**src/shared/rdio_map.svh**
```systemverilog
// Summary of operation
// - sample every input once per 5 ms
// - per-input polarity, normally-open by default
// - activation delay, 1 ms steps, default zero
// - drop-off delay, 1 ms steps, default zero
// - AC mode adds 30 ms release delay
// - output relays updated every 5 ms cycle
// - internal logic sees inputs one cycle later
// - direct input-to-relay mapping adds one round
// - fault relay energized only when fault-free
`ifndef RDIO_MAP_SVH
`define RDIO_MAP_SVH

`define RDIO_CLK_PERIOD_NS 100
`define RDIO_MS_NS 1000000
`define RDIO_MS_CYCLES (`RDIO_MS_NS / `RDIO_CLK_PERIOD_NS)
`define RDIO_CYCLE_MS 5
`define RDIO_AC_EXTRA_MS 30

`define RDIO_NUM_IN 3
`define RDIO_NUM_OUT 5
`define RDIO_DLY_W 21

`define RDIO_OFS_CTRL 4'h0
`define RDIO_OFS_OUT_CMD 4'h1
`define RDIO_OFS_MAP 4'h2
`define RDIO_OFS_STATUS 4'h3
`define RDIO_OFS_ACT0 4'h4
`define RDIO_OFS_DROP0 4'h8

`define RDIO_CTRL_POL_LSB 0
`define RDIO_CTRL_AC_LSB 4
`define RDIO_CTRL_FAULT_BIT 8
`define RDIO_ST_COND_LSB 0
`define RDIO_ST_LOGIC_LSB 4
`define RDIO_ST_RELAY_LSB 8
`define RDIO_ST_ENERG_BIT 16

`define RDIO_RST_CTRL 32'h0000_0000
`define RDIO_RST_OUT_CMD 32'h0000_0000
`define RDIO_RST_MAP 32'h0000_0000
`define RDIO_RST_DLY 32'h0000_0000

`endif

```
**src/shared/rdio_pkg.sv**
```systemverilog
package rdio_pkg;
    typedef struct packed {
        logic pol_nc;
        logic ac_en;
        logic [20:0] act_ms;
        logic [20:0] drop_ms;
    } rdio_chcfg_type;
endpackage : rdio_pkg

```
**src/verilog/rdio_chan.sv**
```systemverilog
`timescale 1ns/1ns
`default_nettype none
`include "rdio_map.svh"
module rdio_chan (
    input wire logic i_clk,
    input wire logic i_resetn,
    input wire logic i_ms_tick,
    input wire logic i_cyc_tick,
    input wire logic i_raw,
    input wire rdio_pkg::rdio_chcfg_type i_cfg,
    output logic o_status
);
    import rdio_pkg::*;
    logic smp_q;
    logic stat_q;
    logic [20:0] cnt_q;
    logic [20:0] dly;
    logic now;
    logic expired;

    assign now = i_raw ^ i_cfg.pol_nc;

    always_comb
    begin
        dly = i_cfg.act_ms;
        if (stat_q)
        begin
            dly = 21'(i_cfg.drop_ms + (i_cfg.ac_en ?
                21'(`RDIO_AC_EXTRA_MS) : 21'h0));
        end
    end

    assign expired = (cnt_q >= dly);

    always_ff @(posedge i_clk or negedge i_resetn)
    begin
        if (!i_resetn)
            cnt_q <= 21'h0;
        else if (i_cyc_tick && (now == stat_q || expired))
            cnt_q <= 21'h0;
        else if (i_ms_tick && smp_q != stat_q && ~&cnt_q)
            cnt_q <= 21'(cnt_q + 21'h1);
    end

    always_ff @(posedge i_clk or negedge i_resetn)
    begin
        if (!i_resetn)
            smp_q <= 1'b0;
        else if (i_cyc_tick)
            smp_q <= now;
    end

    always_ff @(posedge i_clk or negedge i_resetn)
    begin
        if (!i_resetn)
            stat_q <= 1'b0;
        else if (i_cyc_tick && now != stat_q && expired)
            stat_q <= now;
    end

    assign o_status = stat_q;
endmodule : rdio_chan
`default_nettype wire

```
**src/verilog/rdio_top.sv**
```systemverilog
// Local design decisions: the address map and the Avalon-MM slave port.
`timescale 1ns/1ns
`default_nettype none
`include "rdio_map.svh"
module rdio_top #(
    parameter int MS_CYCLES = `RDIO_MS_CYCLES
) (
    input wire logic I_CLK,
    input wire logic I_RESETN,
    input wire logic [2:0] I_DIGITAL_INPUT_N,
    input wire logic [5:0] I_AVS_ADDRESS,
    input wire logic I_AVS_READ,
    input wire logic I_AVS_WRITE,
    input wire logic [31:0] I_AVS_WRITEDATA,
    input wire logic [3:0] I_AVS_BYTEENABLE,
    output logic [31:0] O_AVS_READDATA,
    output logic O_AVS_WAITREQUEST,
    output logic [4:0] O_OUTPUT_RELAY_N,
    output logic [2:0] O_INPUT_LOGIC,
    output logic O_FAULT_RELAY_ENERGIZE
);
    import rdio_pkg::*;

    logic [2:0] din_m_q;
    logic [2:0] din_s_q;
    logic [31:0] ms_cnt_q;
    logic ms_tick;
    logic [2:0] cyc_cnt_q;
    logic cyc_tick;
    logic [31:0] ctrl_q;
    logic [31:0] out_cmd_q;
    logic [31:0] map_q;
    logic [31:0] act_q [3];
    logic [31:0] drop_q [3];
    logic [2:0] cond;
    logic [2:0] logic_q;
    logic [4:0] relay_q;
    logic energ_q;
    logic ack_q;
    logic req;
    logic [3:0] widx;
    logic [31:0] be_mask;
    logic [31:0] rd_d;
    logic [31:0] rd_q;
    logic [31:0] status;
    logic [4:0] direct;
    rdio_chcfg_type cfg [3];

    // two-stage input synchroniser
    always_ff @(posedge I_CLK or negedge I_RESETN)
    begin
        if (!I_RESETN)
        begin
            din_m_q <= 3'h0;
            din_s_q <= 3'h0;
        end
        else
        begin
            din_m_q <= I_DIGITAL_INPUT_N;
            din_s_q <= din_m_q;
        end
    end

    always_ff @(posedge I_CLK or negedge I_RESETN)
    begin
        if (!I_RESETN)
            ms_cnt_q <= 32'h0;
        else if (ms_tick)
            ms_cnt_q <= 32'h0;
        else
            ms_cnt_q <= ms_cnt_q + 32'h1;
    end
    assign ms_tick = (ms_cnt_q == 32'(MS_CYCLES - 1));

    always_ff @(posedge I_CLK or negedge I_RESETN)
    begin
        if (!I_RESETN)
            cyc_cnt_q <= 3'h0;
        else if (cyc_tick)
            cyc_cnt_q <= 3'h0;
        else if (ms_tick)
            cyc_cnt_q <= 3'(cyc_cnt_q + 3'h1);
    end
    assign cyc_tick = ms_tick && (cyc_cnt_q == 3'(`RDIO_CYCLE_MS - 1));

    // per-input settings from registers
    always_comb
    begin
        for (int c = 0; c < `RDIO_NUM_IN; c++)
        begin
            cfg[c].pol_nc = ctrl_q[`RDIO_CTRL_POL_LSB + c];
            cfg[c].ac_en = ctrl_q[`RDIO_CTRL_AC_LSB + c];
            cfg[c].act_ms = act_q[c][20:0];
            cfg[c].drop_ms = drop_q[c][20:0];
        end
    end

    genvar g;
    generate
        for (g = 0; g < `RDIO_NUM_IN; g++)
        begin : gen_in
            rdio_chan u_chan (
                .i_clk(I_CLK),
                .i_resetn(I_RESETN),
                .i_ms_tick(ms_tick),
                .i_cyc_tick(cyc_tick),
                .i_raw(din_s_q[g]),
                .i_cfg(cfg[g]),
                .o_status(cond[g])
            );
        end
    endgenerate

    always_ff @(posedge I_CLK or negedge I_RESETN)
    begin
        if (!I_RESETN)
            logic_q <= 3'h0;
        else if (cyc_tick)
            logic_q <= cond;
    end

    always_comb
    begin
        for (int r = 0; r < `RDIO_NUM_OUT; r++)
            direct[r] = |(map_q[r*3 +: 3] & logic_q);
    end

    always_ff @(posedge I_CLK or negedge I_RESETN)
    begin
        if (!I_RESETN)
            relay_q <= 5'h0;
        else if (cyc_tick)
            relay_q <= out_cmd_q[4:0] | direct;
    end

    always_ff @(posedge I_CLK or negedge I_RESETN)
    begin
        if (!I_RESETN)
            energ_q <= 1'b0;
        else
            energ_q <= ~ctrl_q[`RDIO_CTRL_FAULT_BIT];
    end

    // avalon slave, one wait state
    assign req = I_AVS_READ | I_AVS_WRITE;
    assign O_AVS_WAITREQUEST = req & ~ack_q;
    assign widx = I_AVS_ADDRESS[5:2];
    assign be_mask = {{8{I_AVS_BYTEENABLE[3]}}, {8{I_AVS_BYTEENABLE[2]}},
        {8{I_AVS_BYTEENABLE[1]}}, {8{I_AVS_BYTEENABLE[0]}}};

    function automatic logic [31:0] merge(input logic [31:0] old,
        input logic [31:0] wd, input logic [31:0] m);
        merge = (old & ~m) | (wd & m);
    endfunction : merge

    always_ff @(posedge I_CLK or negedge I_RESETN)
    begin
        if (!I_RESETN)
            ack_q <= 1'b0;
        else
            ack_q <= req & ~ack_q;
    end

    always_ff @(posedge I_CLK or negedge I_RESETN)
    begin
        if (!I_RESETN)
        begin
            ctrl_q <= `RDIO_RST_CTRL;
            out_cmd_q <= `RDIO_RST_OUT_CMD;
            map_q <= `RDIO_RST_MAP;
            for (int i = 0; i < `RDIO_NUM_IN; i++)
            begin
                act_q[i] <= `RDIO_RST_DLY;
                drop_q[i] <= `RDIO_RST_DLY;
            end
        end
        else if (I_AVS_WRITE && ack_q)
        begin
            if (widx == `RDIO_OFS_CTRL)
                ctrl_q <= merge(ctrl_q, I_AVS_WRITEDATA, be_mask)
                    & 32'h0000_0177;
            if (widx == `RDIO_OFS_OUT_CMD)
                out_cmd_q <= merge(out_cmd_q, I_AVS_WRITEDATA, be_mask)
                    & 32'h0000_001f;
            if (widx == `RDIO_OFS_MAP)
                map_q <= merge(map_q, I_AVS_WRITEDATA, be_mask)
                    & 32'h0000_7fff;
            for (int i = 0; i < `RDIO_NUM_IN; i++)
            begin
                if (widx == 4'(`RDIO_OFS_ACT0 + i))
                    act_q[i] <= merge(act_q[i], I_AVS_WRITEDATA, be_mask)
                        & 32'h001f_ffff;
                if (widx == 4'(`RDIO_OFS_DROP0 + i))
                    drop_q[i] <= merge(drop_q[i], I_AVS_WRITEDATA, be_mask)
                        & 32'h001f_ffff;
            end
        end
    end

    always_comb
    begin
        status = 32'h0;
        status[`RDIO_ST_COND_LSB +: 3] = cond;
        status[`RDIO_ST_LOGIC_LSB +: 3] = logic_q;
        status[`RDIO_ST_RELAY_LSB +: 5] = relay_q;
        status[`RDIO_ST_ENERG_BIT] = energ_q;
    end

    always_comb
    begin
        rd_d = 32'h0;
        case (widx)
            `RDIO_OFS_CTRL: rd_d = ctrl_q;
            `RDIO_OFS_OUT_CMD: rd_d = out_cmd_q;
            `RDIO_OFS_MAP: rd_d = map_q;
            `RDIO_OFS_STATUS: rd_d = status;
            4'h4, 4'h5, 4'h6: rd_d = act_q[2'(widx - `RDIO_OFS_ACT0)];
            4'h8, 4'h9, 4'ha: rd_d = drop_q[2'(widx - `RDIO_OFS_DROP0)];
            default: rd_d = 32'h0;
        endcase
    end

    always_ff @(posedge I_CLK or negedge I_RESETN)
    begin
        if (!I_RESETN)
            rd_q <= 32'h0;
        else if (I_AVS_READ && !ack_q)
            rd_q <= rd_d;
    end

    assign O_AVS_READDATA = rd_q;
    assign O_OUTPUT_RELAY_N = relay_q;
    assign O_INPUT_LOGIC = logic_q;
    assign O_FAULT_RELAY_ENERGIZE = energ_q;
endmodule : rdio_top
`default_nettype wire

```
**config.mk**
```make
export PLATFORM = sky130hd
export DESIGN_NAME = rdio_top
export DESIGN_NICKNAME = d
export VERILOG_FILES = /design/src/shared/rdio_pkg.sv /design/src/verilog/rdio_chan.sv /design/src/verilog/rdio_top.sv
export VERILOG_INCLUDE_DIRS = /design/src /design/src/shared
export SDC_FILE = /design/constraint.sdc
export NUM_CORES = 1
export LEC_CHECK = 0
export ABC_AREA = 1
export BUFFER_PORTS_ARGS = -buffer_cell sky130_fd_sc_hd__buf_4
export CAP_MARGIN = 10
export CORE_MARGIN = 10
export CORE_UTILIZATION = 55
export DETAILED_ROUTE_END_ITERATION = 16
export PLACE_DENSITY = 0.73
export SYNTH_ARGS = -nofsm -noshare
export SYNTH_HDL_FRONTEND = slang
export SYNTH_SLANG_ARGS = --single-unit
```
**constraint.sdc**
```tcl
create_clock -name I_CLK -period 4.05 [get_ports I_CLK]
set_input_delay 0.405 -clock I_CLK [delete_from_list [all_inputs] [get_ports I_CLK]]
set_output_delay 0.405 -clock I_CLK [all_outputs]
set_load 0.05 [all_outputs]
```
==> run_results.csv <==
group,metric,value,unit
logic_synthesis,ys_types,57,
clocking,cts_tree,"yes",
setup_path,endpoint_kind,"register",
drt,first_pass_iters,6,
drt,routed-via-count,17894,
power,p_per_area,381,nW/um^2
layout,syn2layout_area_growth,11.3,%
place,place_congestion,0.998,
power,power.leakage,10.2,nW
drt,first_iter_violations,1654,
logic_synthesis,yosysSeqAreaShare,0.392,
logic_synthesis,synth-async-reset-ratio,1.00,
die,fp.dieH,205,um
setup_path,max_stage_delay,400,ps
layout,drive_gt1_frac,0.0828,
drt,drc_errors,0,
sta,whs,147,ps
sta,finalSetupViolations,0,
logic_synthesis,ys_ff_latch,294,
logic_synthesis,yosysTopAreaCellShare,0.392,
global_route,grt_pass1_wl,94500,um
logic_synthesis,netlist_instances,2561,
clocking,cts_buffers,35,
logic_synthesis,synth_edf_count,0,
power,pwr-share-clk,0.404,
place,io_buffer_count,65,
die,dieArea,41900,sq um
power,swShare,0.306,
status,status,"completed",
sta,skew,22.3,ps
place,hpwl,45400,um
drt,wl_met2,27700,um
place,dp_slack,211,ps
drt,maxUsedRoutingLayer,"met4",
sta,worst_pin_slew,901,ps
drt,wl_per_cell,19.6,um
sta,hold_viol,0,
sta,slew_headroom,0.397,
clocking,clock_path_buffers,3,
die,io_pins,91,
power,internal-power,5.53,mW
layout,diodes,0,
layout,final_core_util,0.622,
power,p_comb_frac,0.160,
logic_synthesis,synth_area_per_cell,7.34,sq um
global_route,antenna_found_initial,0,
global_route,grt_use_total,0.285,
setup_path,critPathRequiredTime,4450,ps
logic_synthesis,synth.most_common_cell,"nand2_1",
drt,drt-met1-wl,24700,um
setup_path,crit_path_start_kind,"register",
setup_path,path_cells,"ha_1 > inv_1 > fa_1 > inv_1 > nand3_1 > nand2_1 > nand2_1 > nor2_1 > nand2_1 > nor2_1 > xor2_1 > nand2_1 > o21ai_0 > ha_1 > nand2_1 > nor2_1 > nand2_1 > nor2_1 > nand2_1 > nand3_1 > nand2_1 > nand2_2 > nor2_1",
clocking,htree_levels,2,
clocking,cts_root_buffer,"clkbuf_16",
logic_synthesis,netlist_area,18800,sq um
clocking,clkSlewWorstSetupHoldPaths,60,ps
layout,fin_nets,2755,
setup_path,crit_fanout,13,
die,core-area,33600,sq um
setup_path,path_class,"register to register",
power,netSwitchingPower,2.44,mW
die,rows,67,
drt,ant_nets,0,
sta,fin_crit_sh,0.908,
global_route,grt_max_degree,127,
die,start_util,0.559,
power,vdd_ir_drop_max,452,uV
global_route,grt_pass1_vias,17208,
logic_synthesis,synth_area_leaders,"dfrtp_1 39%, nand2_1 15%, o21ai_0 6.7%",
power,share_seq_of_total_power,0.435,
logic_synthesis,yosysTopAreaCell,"dfrtp_1",
die,die_x,205,um
logic_synthesis,synth_common_cells,"771 x nand2_1, 294 x dfrtp_1, 253 x o21ai_0",
sta,fmax,272,MHz
sta,fin_tns_setup,0,ps
sta,setup_ws,373,ps
drt,drt-total-wl,60600,um
power,totalPowerFinal,7.98,mW
setup_path,cp_common_cell,"nand2_1",
clocking,worstSkewPairLatency,540,ps
setup_path,critPathSlowestCell,"dfrtp_1",
setup_path,arrival,4080,ps
logic_synthesis,yosys_warnings,0,
sta,fin_crit,3680,ps
run,cap_violations,0,
setup_path,path_buf_inv,2,
clocking,clock_sinks,294,
drt,vias_per_cell,5.79,
logic_synthesis,synth_flop_cell,"dfrtp_1",
hold_path,hold_path.class,"primary input to register",
global_route,grt-ovfl-total,0,
sta,drv_slew,0,
drt,dr_wl_met3,5220,um
setup_path,critical-path-top-delay-family,"simple AND/OR/NAND/NOR gates",
[cell usage in the layout, fill, tap and decap left out, drive strengths merged, types with 19 or more instances in the layout]
cell type	count
xor2	68
ha	81
o21ai	258
a21oi	67
inv	265
clkbuf	50
o22ai	19
nand2	783
buf	81
dfrtp	294
nand4	52
nor2	232
xnor2	25
nor3	43
nand3	201
[registers in the layout (all words and copies together) (netlist names)]
register / flops
O_OUTPUT_RELAY_N: 5
cfg: 63
ctrl_q: 7
gen_in.u_chan.cnt_q: 63
O_FAULT_RELAY_ENERGIZE: 1
out_cmd_q: 5
din_s_q: 3
gen_in.u_chan.o_status: 3
cyc_cnt_q: 3
din_m_q: 3
ack_q: 1
ms_cnt_q: 32
map_q: 15
act_q: 63
O_AVS_READDATA: 21
O_INPUT_LOGIC: 3
gen_in.u_chan.smp_q: 3
[cells by family (layout without fill, tap and decap cells)]
group / count (synthesis) / count (layout) / share of synthesized area
flip-flops: 294 / 294 / 0.392
other: 1 / 11 / 0.000200
AND/OR/NAND/NOR: 1339 / 1342 / 0.310
multiplexers: 9 / 9 / 0.00480
AO/OA/AOI/OAI: 404 / 404 / 0.119
XOR/XNOR: 93 / 93 / 0.0434
buffers and inverters: 337 / 407 / 0.0741
adder cells (fa/ha/maj): 84 / 84 / 0.0571
[cell type report]
cell class / count / area [sq um]
flip-flops and latches: 294 / 7360
repair buffers: 85 / 681
clock buffers: 50 / 1020
clock inverters: 9 / 131
well taps: 448 / 561
inverters: 263 / 995
multi-input cells: 1943 / 10200
fillers: 3115 / 12700
[what timing repair did]
action	in CTS	in global routing
hold buffers	4	0
endpoints found under the hold margin	88	0
setup endpoints to repair	0	52
gates resized for setup	0	18
buffers inserted	0	1
[power groups by stage]
stage | registers [mW] | clock network [mW] | logic [mW]
6_report | 3.47 | 3.23 | 1.28
5_1_grt | 3.49 | 3.37 | 1.43
2_1_floorplan | 3.46 | 0 | 0.750
3_3_place_gp | 3.50 | 0 | 1.19
3_5_place_dp | 3.50 | 0 | 1.23
4_1_cts | 3.45 | 3.26 | 1.23
[worst min-delay path, stage by stage]
cell and delay (ps):
buf_4 80, nor2_1 30, nor2_1 110
[path summary, 6_finish.rpt]
check | from | to | slack, ps | cells after the start
worst max-delay path | ctrl_q[5] | gen_in[1].u_chan.cnt_q[20] | 370 | 23
worst min register to register | din_m_q[0] | din_s_q[0] | 350 | 0
max in group asynchronous | I_RESETN | ctrl_q[4] | 2380 | 3
worst min-delay path | I_AVS_READ | ack_q | 150 | 3
worst max register to register | ctrl_q[5] | gen_in[1].u_chan.cnt_q[20] | 370 | 23
min in group asynchronous | I_RESETN | ms_cnt_q[27] | 460 | 2
[metrics by stage]
stage	cells	instance area [sq um]
6_report	3092	20900
5_1_grt	3092	20900
4_1_cts	3088	20800
3_5_place_dp	3025	19600
3_3_place_gp	3025	19600
2_1_floorplan	2571	18800
[routing by layer]
layer / global-route usage / up-vias
met5: 0 / -
met4: 0.142 / 0
met3: 0.0690 / 186
met2: 0.449 / 733
met1: 0.361 / 8455
li1: - / 8520
No activity file was read; power rests on OpenSTA's default activity.
